[src/verilog/adc_ctrl_pkg.sv]
// Purpose: shared constants and types for the converter control block
// Assumes: 200 MHz system clock, AXI4-Lite register access
// Notes:   counts are in system clock cycles
package adc_ctrl_pkg;
	localparam int unsigned CLK_HZ             = 200000000;
	localparam int unsigned SINGLE_SHOT_CYCLES = 5129;
	localparam int unsigned REPEAT_CYCLES      = 256;
	localparam int unsigned RESULT_W           = 10;
	localparam int unsigned ADDR_W             = 4;

	localparam logic [3:0] OFS_CTRL   = 4'h0;
	localparam logic [3:0] OFS_STATUS = 4'h4;
	localparam logic [3:0] OFS_DATA   = 4'h8;

	localparam int unsigned CTRL_START_BIT = 8;
	localparam int unsigned STAT_BUSY_BIT  = 0;
	localparam int unsigned STAT_DONE_BIT  = 1;
	localparam int unsigned STAT_UNDEF_BIT = 2;

	localparam logic [1:0] REF_EXTERNAL = 2'h0;
	localparam logic [1:0] REF_1V0      = 2'h1;
	localparam logic [1:0] REF_2V0      = 2'h2;
	localparam logic [3:0] SEL_LAST_ANA = 4'h7;

	localparam logic [1:0] RESP_OKAY   = 2'h0;
	localparam logic [1:0] RESP_SLVERR = 2'h2;

	typedef struct packed {
		logic [3:0] analog_input_select;
		logic       repeat_convert_mode;
		logic       ref_pin_drive_en;
		logic       ref_level_sel_hi;
		logic       ref_level_sel_lo;
	} ctrl_t;

	localparam ctrl_t CTRL_RESET = '{4'h0, 1'b0, 1'b0, 1'b1, 1'b0};
endpackage

[src/verilog/adc_conv_timer.sv]
// Purpose: counts single-shot and repeating conversion periods
// Assumes: start_i is a one-cycle pulse
// Notes:   done_o is a registered one-cycle pulse
`timescale 1ns/1ps
module adc_conv_timer
	import adc_ctrl_pkg::*;
#(
	parameter int unsigned SINGLE_CYCLES = SINGLE_SHOT_CYCLES,
	parameter int unsigned REP_CYCLES    = REPEAT_CYCLES
) (
	input  wire logic clk_i,
	input  wire logic rst_i,
	input  wire logic start_i,
	input  wire logic repeat_i,
	output logic      busy_o,
	output logic      done_o
);
	localparam int unsigned MAXC = (SINGLE_CYCLES > REP_CYCLES) ? SINGLE_CYCLES : REP_CYCLES;
	localparam int unsigned CW   = $clog2(MAXC + 1);

	if (SINGLE_CYCLES < 2 || REP_CYCLES < 2) begin : g_bad
		$error("conversion periods must be at least two cycles");
	end

	logic [CW-1:0] count_r, count_nxt;
	logic          busy_r, busy_nxt;
	logic          run_r, run_nxt;
	logic          done_r, done_nxt;

	always_comb begin
		count_nxt = count_r;
		busy_nxt  = busy_r;
		run_nxt   = run_r;
		done_nxt  = 1'b0;
		if (repeat_i) begin
			if (!run_r) begin
				run_nxt   = 1'b1;
				busy_nxt  = 1'b1;
				count_nxt = '0;
			end else if (count_r == CW'(REP_CYCLES - 1)) begin
				count_nxt = '0;
				done_nxt  = 1'b1;
			end else begin
				count_nxt = count_r + 1'b1;
			end
		end else if (run_r) begin
			run_nxt   = 1'b0;
			busy_nxt  = 1'b0;
			count_nxt = '0;
		end else if (busy_r) begin
			if (count_r == CW'(SINGLE_CYCLES - 1)) begin
				busy_nxt = 1'b0;
				done_nxt = 1'b1;
			end else begin
				count_nxt = count_r + 1'b1;
			end
		end else if (start_i) begin
			busy_nxt  = 1'b1;
			count_nxt = '0;
		end
	end

	always_ff @(posedge clk_i) begin
		if (rst_i) begin
			count_r <= '0;
			busy_r  <= 1'b0;
			run_r   <= 1'b0;
			done_r  <= 1'b0;
		end else begin
			count_r <= count_nxt;
			busy_r  <= busy_nxt;
			run_r   <= run_nxt;
			done_r  <= done_nxt;
		end
	end

	assign busy_o = busy_r;
	assign done_o = done_r;
endmodule // adc_conv_timer

[src/verilog/adc_axil_slave.sv]
// Purpose: AXI4-Lite slave front end for the register file
// Assumes: one write and one read outstanding at most
// Notes:   read data is decoded by the parent from araddr
`timescale 1ns/1ps
module adc_axil_slave
	import adc_ctrl_pkg::*;
(
	input  wire logic              clk_i,
	input  wire logic              rst_i,
	input  wire logic [ADDR_W-1:0] awaddr_i,
	input  wire logic              awvalid_i,
	output logic                   awready_o,
	input  wire logic [31:0]       wdata_i,
	input  wire logic [3:0]        wstrb_i,
	input  wire logic              wvalid_i,
	output logic                   wready_o,
	output logic [1:0]             bresp_o,
	output logic                   bvalid_o,
	input  wire logic              bready_i,
	input  wire logic              arvalid_i,
	output logic                   arready_o,
	output logic [31:0]            rdata_o,
	output logic [1:0]             rresp_o,
	output logic                   rvalid_o,
	input  wire logic              rready_i,
	output logic                   wr_en_o,
	output logic [ADDR_W-1:0]      wr_addr_o,
	output logic [31:0]            wr_data_o,
	output logic [3:0]             wr_strb_o,
	input  wire logic              wr_ok_i,
	input  wire logic [31:0]       rd_data_i,
	input  wire logic              rd_ok_i
);
	logic              awrdy_r, awrdy_nxt, wrdy_r, wrdy_nxt;
	logic [ADDR_W-1:0] addr_r, addr_nxt;
	logic [31:0]       wdat_r, wdat_nxt, rdat_r, rdat_nxt;
	logic [3:0]        strb_r, strb_nxt;
	logic              bval_r, bval_nxt, rval_r, rval_nxt, arrdy_r, arrdy_nxt;
	logic [1:0]        bresp_r, bresp_nxt, rresp_r, rresp_nxt;
	logic              do_write;

	// both halves held, previous response gone
	assign do_write = !awrdy_r && !wrdy_r && !bval_r;

	always_comb begin
		awrdy_nxt = awrdy_r;
		wrdy_nxt  = wrdy_r;
		addr_nxt  = addr_r;
		wdat_nxt  = wdat_r;
		strb_nxt  = strb_r;
		bval_nxt  = bval_r;
		bresp_nxt = bresp_r;
		if (awvalid_i && awrdy_r) begin
			awrdy_nxt = 1'b0;
			addr_nxt  = awaddr_i;
		end
		if (wvalid_i && wrdy_r) begin
			wrdy_nxt = 1'b0;
			wdat_nxt = wdata_i;
			strb_nxt = wstrb_i;
		end
		if (bval_r && bready_i) begin
			bval_nxt = 1'b0;
		end
		if (do_write) begin
			awrdy_nxt = 1'b1;
			wrdy_nxt  = 1'b1;
			bval_nxt  = 1'b1;
			bresp_nxt = wr_ok_i ? RESP_OKAY : RESP_SLVERR;
		end
	end

	always_comb begin
		arrdy_nxt = arrdy_r;
		rval_nxt  = rval_r;
		rdat_nxt  = rdat_r;
		rresp_nxt = rresp_r;
		if (arvalid_i && arrdy_r) begin
			arrdy_nxt = 1'b0;
			rval_nxt  = 1'b1;
			rdat_nxt  = rd_data_i;
			rresp_nxt = rd_ok_i ? RESP_OKAY : RESP_SLVERR;
		end else if (rval_r && rready_i) begin
			arrdy_nxt = 1'b1;
			rval_nxt  = 1'b0;
		end
	end

	always_ff @(posedge clk_i) begin
		if (rst_i) begin
			awrdy_r <= 1'b1;
			wrdy_r  <= 1'b1;
			addr_r  <= '0;
			wdat_r  <= '0;
			strb_r  <= '0;
			bval_r  <= 1'b0;
			bresp_r <= RESP_OKAY;
			arrdy_r <= 1'b1;
			rval_r  <= 1'b0;
			rdat_r  <= '0;
			rresp_r <= RESP_OKAY;
		end else begin
			awrdy_r <= awrdy_nxt;
			wrdy_r  <= wrdy_nxt;
			addr_r  <= addr_nxt;
			wdat_r  <= wdat_nxt;
			strb_r  <= strb_nxt;
			bval_r  <= bval_nxt;
			bresp_r <= bresp_nxt;
			arrdy_r <= arrdy_nxt;
			rval_r  <= rval_nxt;
			rdat_r  <= rdat_nxt;
			rresp_r <= rresp_nxt;
		end
	end

	assign awready_o = awrdy_r;
	assign wready_o  = wrdy_r;
	assign bvalid_o  = bval_r;
	assign bresp_o   = bresp_r;
	assign arready_o = arrdy_r;
	assign rvalid_o  = rval_r;
	assign rdata_o   = rdat_r;
	assign rresp_o   = rresp_r;
	assign wr_en_o   = do_write;
	assign wr_addr_o = addr_r;
	assign wr_data_o = wdat_r;
	assign wr_strb_o = strb_r;
endmodule // adc_axil_slave

[src/verilog/adc_conversion_control.sv]
// Purpose: control logic of the on-chip analog-to-digital converter
// Assumes: converter result ADC_RESULT_I is valid when a period ends
// Notes:   registers CTRL, STATUS, DATA over AXI4-Lite
//
// How it works
// - reference field 00: internal reference off, external pin reference used.
// - reference field 01: internal reference on at 1.0 V.
// - reference field 10: internal reference at 2.0 V; reset default.
// - pin drive bit 0: reference buffer off, reference pin left for GPIO.
// - pin drive bit 1: buffer on, internal reference driven to the pin.
// - repeat mode 0: one conversion, result presented after 5129 cycles.
// - repeat mode 1: result refreshed every 256 cycles until mode left.
// - select codes 0000..0111 close the switch of analog input n.
// - codes 1000..1111 open all switches; results flagged undefined.
//
// Decided for this implementation: register access over AXI4-Lite and the placing of the registers.
`timescale 1ns/1ps
module adc_conversion_control
	import adc_ctrl_pkg::*;
#(
	parameter int unsigned SINGLE_CYCLES = SINGLE_SHOT_CYCLES,
	parameter int unsigned REP_CYCLES    = REPEAT_CYCLES
) (
	input  wire logic                CLOCK_I,
	input  wire logic                RST_I,
	input  wire logic [ADDR_W-1:0]   S_AWADDR_I,
	input  wire logic                S_AWVALID_I,
	output logic                     S_AWREADY_O,
	input  wire logic [31:0]         S_WDATA_I,
	input  wire logic [3:0]          S_WSTRB_I,
	input  wire logic                S_WVALID_I,
	output logic                     S_WREADY_O,
	output logic [1:0]               S_BRESP_O,
	output logic                     S_BVALID_O,
	input  wire logic                S_BREADY_I,
	input  wire logic [ADDR_W-1:0]   S_ARADDR_I,
	input  wire logic                S_ARVALID_I,
	output logic                     S_ARREADY_O,
	output logic [31:0]              S_RDATA_O,
	output logic [1:0]               S_RRESP_O,
	output logic                     S_RVALID_O,
	input  wire logic                S_RREADY_I,
	input  wire logic [RESULT_W-1:0] ADC_RESULT_I,
	output logic                     INT_REF_EN_O,
	output logic                     REF_LEVEL_2V_O,
	output logic                     EXT_REF_SEL_O,
	output logic                     REF_BUF_EN_O,
	output logic                     REF_PIN_OE_O,
	output logic [7:0]               INPUT_SWITCH_O,
	output logic                     CONVERTING_O
);
	localparam int unsigned AGE_W = $clog2(SINGLE_CYCLES + 2);

	if (REP_CYCLES > SINGLE_CYCLES + 1) begin : g_bad_period
		$error("repeat period must not exceed the single-shot period");
	end

	function automatic logic reg_hit(input logic [ADDR_W-1:0] a, input logic [3:0] ofs);
		reg_hit = (a[ADDR_W-1:2] == ofs[ADDR_W-1:2]);
	endfunction

	function automatic logic [7:0] switch_decode(input logic [3:0] sel);
		switch_decode = (sel <= SEL_LAST_ANA) ? (8'h01 << sel[2:0]) : 8'h00;
	endfunction

	logic              wr_en, wr_ok, rd_ok;
	logic [ADDR_W-1:0] wr_addr;
	logic [31:0]       wr_data, rd_data;
	logic [3:0]        wr_strb;
	logic              start_pulse, busy, done;

	ctrl_t               ctrl_r, ctrl_nxt;
	logic                done_flag_r, done_flag_nxt;
	logic                undef_r, undef_nxt;
	logic [RESULT_W-1:0] data_r, data_nxt;
	logic                int_en_r, int_en_nxt, hi_r, hi_nxt, ext_r, ext_nxt;
	logic                buf_r, buf_nxt, conv_r;
	logic [7:0]          sw_r, sw_nxt;

	adc_axil_slave u_bus (
		.clk_i     (CLOCK_I),
		.rst_i     (RST_I),
		.awaddr_i  (S_AWADDR_I),
		.awvalid_i (S_AWVALID_I),
		.awready_o (S_AWREADY_O),
		.wdata_i   (S_WDATA_I),
		.wstrb_i   (S_WSTRB_I),
		.wvalid_i  (S_WVALID_I),
		.wready_o  (S_WREADY_O),
		.bresp_o   (S_BRESP_O),
		.bvalid_o  (S_BVALID_O),
		.bready_i  (S_BREADY_I),
		.arvalid_i (S_ARVALID_I),
		.arready_o (S_ARREADY_O),
		.rdata_o   (S_RDATA_O),
		.rresp_o   (S_RRESP_O),
		.rvalid_o  (S_RVALID_O),
		.rready_i  (S_RREADY_I),
		.wr_en_o   (wr_en),
		.wr_addr_o (wr_addr),
		.wr_data_o (wr_data),
		.wr_strb_o (wr_strb),
		.wr_ok_i   (wr_ok),
		.rd_data_i (rd_data),
		.rd_ok_i   (rd_ok)
	);

	adc_conv_timer #(
		.SINGLE_CYCLES (SINGLE_CYCLES),
		.REP_CYCLES    (REP_CYCLES)
	) u_timer (
		.clk_i    (CLOCK_I),
		.rst_i    (RST_I),
		.start_i  (start_pulse),
		.repeat_i (ctrl_r.repeat_convert_mode),
		.busy_o   (busy),
		.done_o   (done)
	);

	// write decode; DATA is read-only
	assign wr_ok       = reg_hit(wr_addr, OFS_CTRL) || reg_hit(wr_addr, OFS_STATUS);
	assign start_pulse = wr_en && reg_hit(wr_addr, OFS_CTRL) && wr_strb[1]
	                     && wr_data[CTRL_START_BIT];

	always_comb begin
		rd_ok   = 1'b1;
		rd_data = 32'h0;
		if (reg_hit(S_ARADDR_I, OFS_CTRL)) begin
			rd_data[7:0] = ctrl_r;
		end else if (reg_hit(S_ARADDR_I, OFS_STATUS)) begin
			rd_data[STAT_BUSY_BIT]  = busy;
			rd_data[STAT_DONE_BIT]  = done_flag_r;
			rd_data[STAT_UNDEF_BIT] = undef_r;
		end else if (reg_hit(S_ARADDR_I, OFS_DATA)) begin
			rd_data[RESULT_W-1:0] = data_r;
		end else begin
			rd_ok = 1'b0;
		end
	end

	always_comb begin
		ctrl_nxt      = ctrl_r;
		done_flag_nxt = done_flag_r;
		undef_nxt     = undef_r;
		data_nxt      = data_r;
		if (wr_en && reg_hit(wr_addr, OFS_CTRL) && wr_strb[0]) begin
			ctrl_nxt = wr_data[7:0];
		end
		if (wr_en && reg_hit(wr_addr, OFS_STATUS) && wr_strb[0]
		    && wr_data[STAT_DONE_BIT]) begin
			done_flag_nxt = 1'b0;
		end
		if (done) begin
			data_nxt      = ADC_RESULT_I;
			done_flag_nxt = 1'b1;
			undef_nxt     = ctrl_r.analog_input_select[3];
		end
	end

	always_comb begin
		int_en_nxt = ({ctrl_r.ref_level_sel_hi, ctrl_r.ref_level_sel_lo} == REF_1V0)
		             || ({ctrl_r.ref_level_sel_hi, ctrl_r.ref_level_sel_lo} == REF_2V0);
		hi_nxt     = ({ctrl_r.ref_level_sel_hi, ctrl_r.ref_level_sel_lo} == REF_2V0);
		ext_nxt    = !int_en_nxt;
		buf_nxt    = ctrl_r.ref_pin_drive_en;
		sw_nxt     = switch_decode(ctrl_r.analog_input_select);
	end

	always_ff @(posedge CLOCK_I) begin
		if (RST_I) begin
			ctrl_r      <= CTRL_RESET;
			done_flag_r <= 1'b0;
			undef_r     <= 1'b0;
			data_r      <= '0;
			int_en_r    <= 1'b1;
			hi_r        <= 1'b1;
			ext_r       <= 1'b0;
			buf_r       <= 1'b0;
			sw_r        <= 8'h01;
			conv_r      <= 1'b0;
		end else begin
			ctrl_r      <= ctrl_nxt;
			done_flag_r <= done_flag_nxt;
			undef_r     <= undef_nxt;
			data_r      <= data_nxt;
			int_en_r    <= int_en_nxt;
			hi_r        <= hi_nxt;
			ext_r       <= ext_nxt;
			buf_r       <= buf_nxt;
			sw_r        <= sw_nxt;
			conv_r      <= busy;
		end
	end

	assign INT_REF_EN_O   = int_en_r;
	assign REF_LEVEL_2V_O = hi_r;
	assign EXT_REF_SEL_O  = ext_r;
	assign REF_BUF_EN_O   = buf_r;
	assign REF_PIN_OE_O   = buf_r;
	assign INPUT_SWITCH_O = sw_r;
	assign CONVERTING_O   = conv_r;

	// checking helpers: cycles since start and since last period end
	logic [AGE_W-1:0] age_r, gap_r;
	logic             rep_seen_r;
	logic             mode_q_r;
	always_ff @(posedge CLOCK_I) begin
		if (RST_I) begin
			age_r      <= '0;
			gap_r      <= '0;
			rep_seen_r <= 1'b0;
			mode_q_r   <= 1'b0;
		end else begin
			mode_q_r <= ctrl_r.repeat_convert_mode;
			if (start_pulse && !busy) begin
				age_r <= '0;
			end else if (age_r != '1) begin
				age_r <= age_r + 1'b1;
			end
			if (done) begin
				gap_r <= '0;
			end else if (gap_r != '1) begin
				gap_r <= gap_r + 1'b1;
			end
			rep_seen_r <= ctrl_r.repeat_convert_mode && (rep_seen_r || (done && mode_q_r));
		end
	end

	property p_ref_off;
		@(posedge CLOCK_I) disable iff (RST_I)
		({ctrl_r.ref_level_sel_hi, ctrl_r.ref_level_sel_lo} == REF_EXTERNAL)
		|=> !INT_REF_EN_O && EXT_REF_SEL_O;
	endproperty
	a_ref_off: assert property (p_ref_off) else $error("reference not external");

	property p_ref_1v;
		@(posedge CLOCK_I) disable iff (RST_I)
		({ctrl_r.ref_level_sel_hi, ctrl_r.ref_level_sel_lo} == REF_1V0)
		|=> INT_REF_EN_O && !REF_LEVEL_2V_O && !EXT_REF_SEL_O;
	endproperty
	a_ref_1v: assert property (p_ref_1v) else $error("1.0 V reference wrong");

	property p_ref_2v;
		@(posedge CLOCK_I) disable iff (RST_I)
		$past(RST_I) |-> ctrl_r.ref_level_sel_hi && !ctrl_r.ref_level_sel_lo
		                 && INT_REF_EN_O && REF_LEVEL_2V_O;
	endproperty
	a_ref_2v: assert property (p_ref_2v) else $error("reset level not 2.0 V");

	property p_ref_2v_sel;
		@(posedge CLOCK_I) disable iff (RST_I)
		({ctrl_r.ref_level_sel_hi, ctrl_r.ref_level_sel_lo} == REF_2V0)
		|=> INT_REF_EN_O && REF_LEVEL_2V_O && !EXT_REF_SEL_O;
	endproperty
	a_ref_2v_sel: assert property (p_ref_2v_sel) else $error("2.0 V reference wrong");

	property p_buf_off;
		@(posedge CLOCK_I) disable iff (RST_I)
		!ctrl_r.ref_pin_drive_en |=> !REF_BUF_EN_O && !REF_PIN_OE_O;
	endproperty
	a_buf_off: assert property (p_buf_off) else $error("reference pin driven");

	property p_buf_on;
		@(posedge CLOCK_I) disable iff (RST_I)
		ctrl_r.ref_pin_drive_en |=> REF_BUF_EN_O && REF_PIN_OE_O;
	endproperty
	a_buf_on: assert property (p_buf_on) else $error("reference pin not driven");

	property p_single;
		@(posedge CLOCK_I) disable iff (RST_I)
		done && !mode_q_r |-> age_r == AGE_W'(SINGLE_CYCLES)
		##1 data_r == $past(ADC_RESULT_I);
	endproperty
	a_single: assert property (p_single) else $error("single-shot timing wrong");

	property p_repeat;
		@(posedge CLOCK_I) disable iff (RST_I)
		done && rep_seen_r && ctrl_r.repeat_convert_mode |-> gap_r == AGE_W'(REP_CYCLES - 1);
	endproperty
	a_repeat: assert property (p_repeat) else $error("repeat period wrong");

	property p_switch;
		@(posedge CLOCK_I) disable iff (RST_I)
		!ctrl_r.analog_input_select[3] |=> $onehot(INPUT_SWITCH_O)
		&& INPUT_SWITCH_O[$past(ctrl_r.analog_input_select[2:0])];
	endproperty
	a_switch: assert property (p_switch) else $error("input switch wrong");

	property p_reserved;
		@(posedge CLOCK_I) disable iff (RST_I)
		ctrl_r.analog_input_select[3] |=> INPUT_SWITCH_O == 8'h00;
	endproperty
	a_reserved: assert property (p_reserved) else $error("reserved select mishandled");

	property p_undef;
		@(posedge CLOCK_I) disable iff (RST_I)
		done |=> undef_r == $past(ctrl_r.analog_input_select[3]);
	endproperty
	a_undef: assert property (p_undef) else $error("undefined mark wrong");

	c_single: cover property (@(posedge CLOCK_I) disable iff (RST_I)
		done && !ctrl_r.repeat_convert_mode);
	c_repeat: cover property (@(posedge CLOCK_I) disable iff (RST_I)
		done && rep_seen_r);
	c_undef: cover property (@(posedge CLOCK_I) disable iff (RST_I)
		done && ctrl_r.analog_input_select[3]);
	c_pin_drive: cover property (@(posedge CLOCK_I) disable iff (RST_I)
		ctrl_r.ref_pin_drive_en && REF_PIN_OE_O);
endmodule // adc_conversion_control

[config.mk]
export PLATFORM = sky130hd
export DESIGN_NAME = adc_conversion_control
export DESIGN_NICKNAME = d
export VERILOG_FILES = /design/src/verilog/adc_ctrl_pkg.sv /design/src/verilog/adc_conv_timer.sv /design/src/verilog/adc_axil_slave.sv /design/src/verilog/adc_conversion_control.sv
export SDC_FILE = /design/constraint.sdc
export NUM_CORES = 1
export LEC_CHECK = 0
export ABC_CLOCK_PERIOD_IN_PS = 4400
export BUFFER_PORTS_ARGS = -buffer_cell sky130_fd_sc_hd__buf_2
export CAP_MARGIN = 30
export CORE_UTILIZATION = 35
export CTS_CLUSTER_SIZE = 24
export DETAILED_ROUTE_END_ITERATION = 8
export GPL_TIMING_DRIVEN = 0
export SLEW_MARGIN = 30
export SYNTH_ARGS = -nofsm -noshare
export SYNTH_HDL_FRONTEND = slang
export SYNTH_SLANG_ARGS = --single-unit
[constraint.sdc]
create_clock -name CLOCK_I -period 4.4 [get_ports CLOCK_I]
set_input_delay 0 -clock CLOCK_I [delete_from_list [all_inputs] [get_ports CLOCK_I]]
set_output_delay 0 -clock CLOCK_I [all_outputs]
set_load 0.03 [all_outputs]
==> impl_metrics.env <==
export IMPL_synthAdderAreaFrac_pct=1.13
export IMPL_port_buffers=62
export IMPL_synthMuxAreaShare_pct=8.64
export IMPL_die_w_um=99.4
export IMPL_track_usage_pct=17.0
export IMPL_drt_wl_total_um=7900
export IMPL_synth_edf_count=0
export IMPL_vdd_ir_drop_worst_uv=149
export IMPL_via_count=2878
export IMPL_yosys_area_share_simple_pct=19.6
export IMPL_path_delay_family="compound AO/OA/AOI/OAI gates"
export IMPL_ys_seq_area_share_pct=47.7
export IMPL_holdCritPathClass="in2reg"
export IMPL_grt_pass1_wl_um=12900
export IMPL_nFillCells=894
export IMPL_slowest_delay_ps=420
export IMPL_crit_slowest_cell="o41ai_2"
export IMPL_cp_arrival_ps=2270
export IMPL_h_tree_depth=3
export IMPL_die_h_um=99.4
export IMPL_cts_tree="yes"
export IMPL_power_density_mw_per_mm2=325
export IMPL_grt_setup_unrepaired="false"
export IMPL_dp_hpwl_um=5510
export IMPL_gp_congestion=0.747
export IMPL_cts_setup_buffers=0
export IMPL_start_util_pct=36.1
export IMPL_dp_slack_ps=2390
export IMPL_synth_xor_area_share_pct=2.38
export IMPL_synth_compound_area_share_pct=11.9
export IMPL_routedWlPerCell_um=13.0
export IMPL_p_leak_nw=1.90
export IMPL_hold_viol_final=0
export IMPL_fin_ws_ps=2360
export IMPL_insertion_delay_ps=370
export IMPL_status="completed"
export IMPL_final_antenna_net_count=0
export IMPL_ios=116
export IMPL_final_core_util_pct=47.5
export IMPL_path_cells="inv_1 > ha_1 > nand4b_1 > o41ai_2 > buf_4 > nand2_2 > a41oi_1 > a211oi_1"
export IMPL_synthArstFlopShare_pct=0
export IMPL_rows=35
export IMPL_numCtsBuffers=9
export IMPL_synthTopCellsByCount="dfxtp_1 (79), nor2_1 (53), nand2_1 (40)"
export IMPL_synth_warnings=0
export IMPL_grt_max_degree=16
export IMPL_drive_gt1_share_pct=23.4
export IMPL_ys_types=48
export IMPL_yosysTopAreaCell="dfxtp_1"
export IMPL_drcViolationCount=0
export IMPL_syn_inst=365
export IMPL_postLayoutCellArea_mm2=0.00437
export IMPL_synth_top_family_by_area="simple AND/OR/NAND/NOR gates"
export IMPL_grt_antenna_before_repair=0
export IMPL_cts_resized=0
export IMPL_avgSynthCellArea_um2=9.09
export IMPL_postCtsHoldBufs=33
export IMPL_ys_flop_type="dfxtp_1"
export IMPL_vias_per_cell=4.72
export IMPL_critPathCaptureType="flop"
export IMPL_first_iter_violations=90
export IMPL_finalCriticalPeriod_ps=2040
export IMPL_yosys_top_cells_area="dfxtp_1 (48%), mux2i_1 (6.9%), nor2_1 (6.0%)"
export IMPL_relSlewSlack_pct=47.6
export IMPL_timing_setup_tns_ps=0
export IMPL_netlist_area_leader_share_pct=47.7
export IMPL_cp_start_kind="flop"
export IMPL_root_buffer="clkbuf_8"
export IMPL_yosysMostFrequentCell="dfxtp_1"
export IMPL_maxSlewViolCount=0
export IMPL_path_buf_inv=2
export IMPL_maxCapViolCount=0
export IMPL_firstDrtPassIters=4
export IMPL_crit_required_ps=4630
export IMPL_worst_pin_slew_ps=786
export IMPL_syn_to_final_growth_pct=31.8
export IMPL_grt_overflow_total=0
export IMPL_grt_pass1_vias=2702
export IMPL_n_antenna_cell=0
export IMPL_setup_viol=0
export IMPL_die_area_mm2=0.00987
export IMPL_max_freq_ghz=0.491
export IMPL_clock_path_buffers=2
export IMPL_path_max_fanout=10
export IMPL_ys_seq_elements=79
export IMPL_worst_hold_slack_ps=36.8
export IMPL_syn_cell_area_mm2=0.00332
export IMPL_path_clk_slew_ps=80
export IMPL_critPathKind="reg2reg"
export IMPL_cts_sinks=79
export IMPL_core_area_mm2=0.00920
export IMPL_clock_skew_ps=6.38
export IMPL_place_area_mm2=0.00385
export IMPL_fin_nets=558
export IMPL_period_share_pct=46.3
## logic make-up after synthesis
kind of cell    after synthesis
flops                        79
compound gates               55
xor+xnor                      9
fa+ha+maj                     3
buf+inv                      50
simple gates                140
other cells                   1
mux                          28
## worst paths after layout
kind | from | endpoint | slack (ps) | depth (start not counted)
worst max register to register | u_timer.count_r[0] | u_timer.count_r[3] | 2360 | 8
worst min-delay path | RST_I | u_timer.count_r[2] | 40 | 4
worst min register to register | u_bus.wr_data_o[5] | u_bus.wr_data_o[5] | 460 | 2
worst max-delay path | u_timer.count_r[0] | u_timer.count_r[3] | 2360 | 8
## report_power, final
| group | leakage [nW] | switching, mW | total [mW] | internal, mW |
|---|---|---|---|---|
| Clock | 0.0943 | 0.291 | 0.520 | 0.229 |
| Sequential | 0.640 | 0.0127 | 0.741 | 0.728 |
| Combinational | 1.16 | 0.0944 | 0.160 | 0.0657 |
| Total | 1.90 | 0.399 | 1.42 | 1.02 |
## final cells by class
class / count / area [um^2] / area share [%]
clock inverters: 6 / 51.3 / 1.17
flip-flops and latches: 79 / 1580 / 36.2
multi-input cells: 259 / 1540 / 35.1
clock buffers: 10 / 138 / 3.15
plain buffers: 40 / 248 / 5.67
repair buffers: 95 / 641 / 14.7
well taps: 111 / 139 / 3.18
inverters: 10 / 37.5 / 0.859
## worst reg2reg max path, cell delays in order, from the launching register on
cell,delay (ps)
dfxtp_1,360
inv_1,110
ha_1,160
nand4b_1,130
o41ai_2,420
buf_4,250
nand2_2,130
a41oi_1,260
a211oi_1,80
## state kept, by name, summed over array words and instances, names as in the netlist, 2 cells and up
signal and flops:
INPUT_SWITCH_O 8, u_bus.wr_strb_o 2, data_r 10, ctrl_r 7, u_bus.wr_addr_o 2, u_timer.count_r 13, u_bus.rdata_o 10, u_bus.wr_data_o 9
## metal layers
metal / vias up / global-route usage, % / routed length, um
met3: 16 / 6.25 / 440
li1: 1458 / - / -
met5: - / 0 / 0
met1: 1334 / 19.9 / 3580
met4: 0 / 5.66 / 116
met2: 70 / 28.6 / 3770
## placed cells by master (no fill, tap or decap), drive strengths merged, types with 13 or more instances in the layout
master and count:
a21oi 26, buf 90, clkbuf 22, conb 24, dfxtp 79, dlygate4sd3 33, inv 13, mux2i 23
nand2 41, nor2 53
## through the flow
step / instances / power [mW]
after floorplan: 388 / 0.853
after global placement: 561 / 0.893
after detailed placement: 561 / 0.894
after CTS: 610 / 1.43
after global routing: 610 / 1.48
final: 610 / 1.42
(Power assumes the default switching activity.)
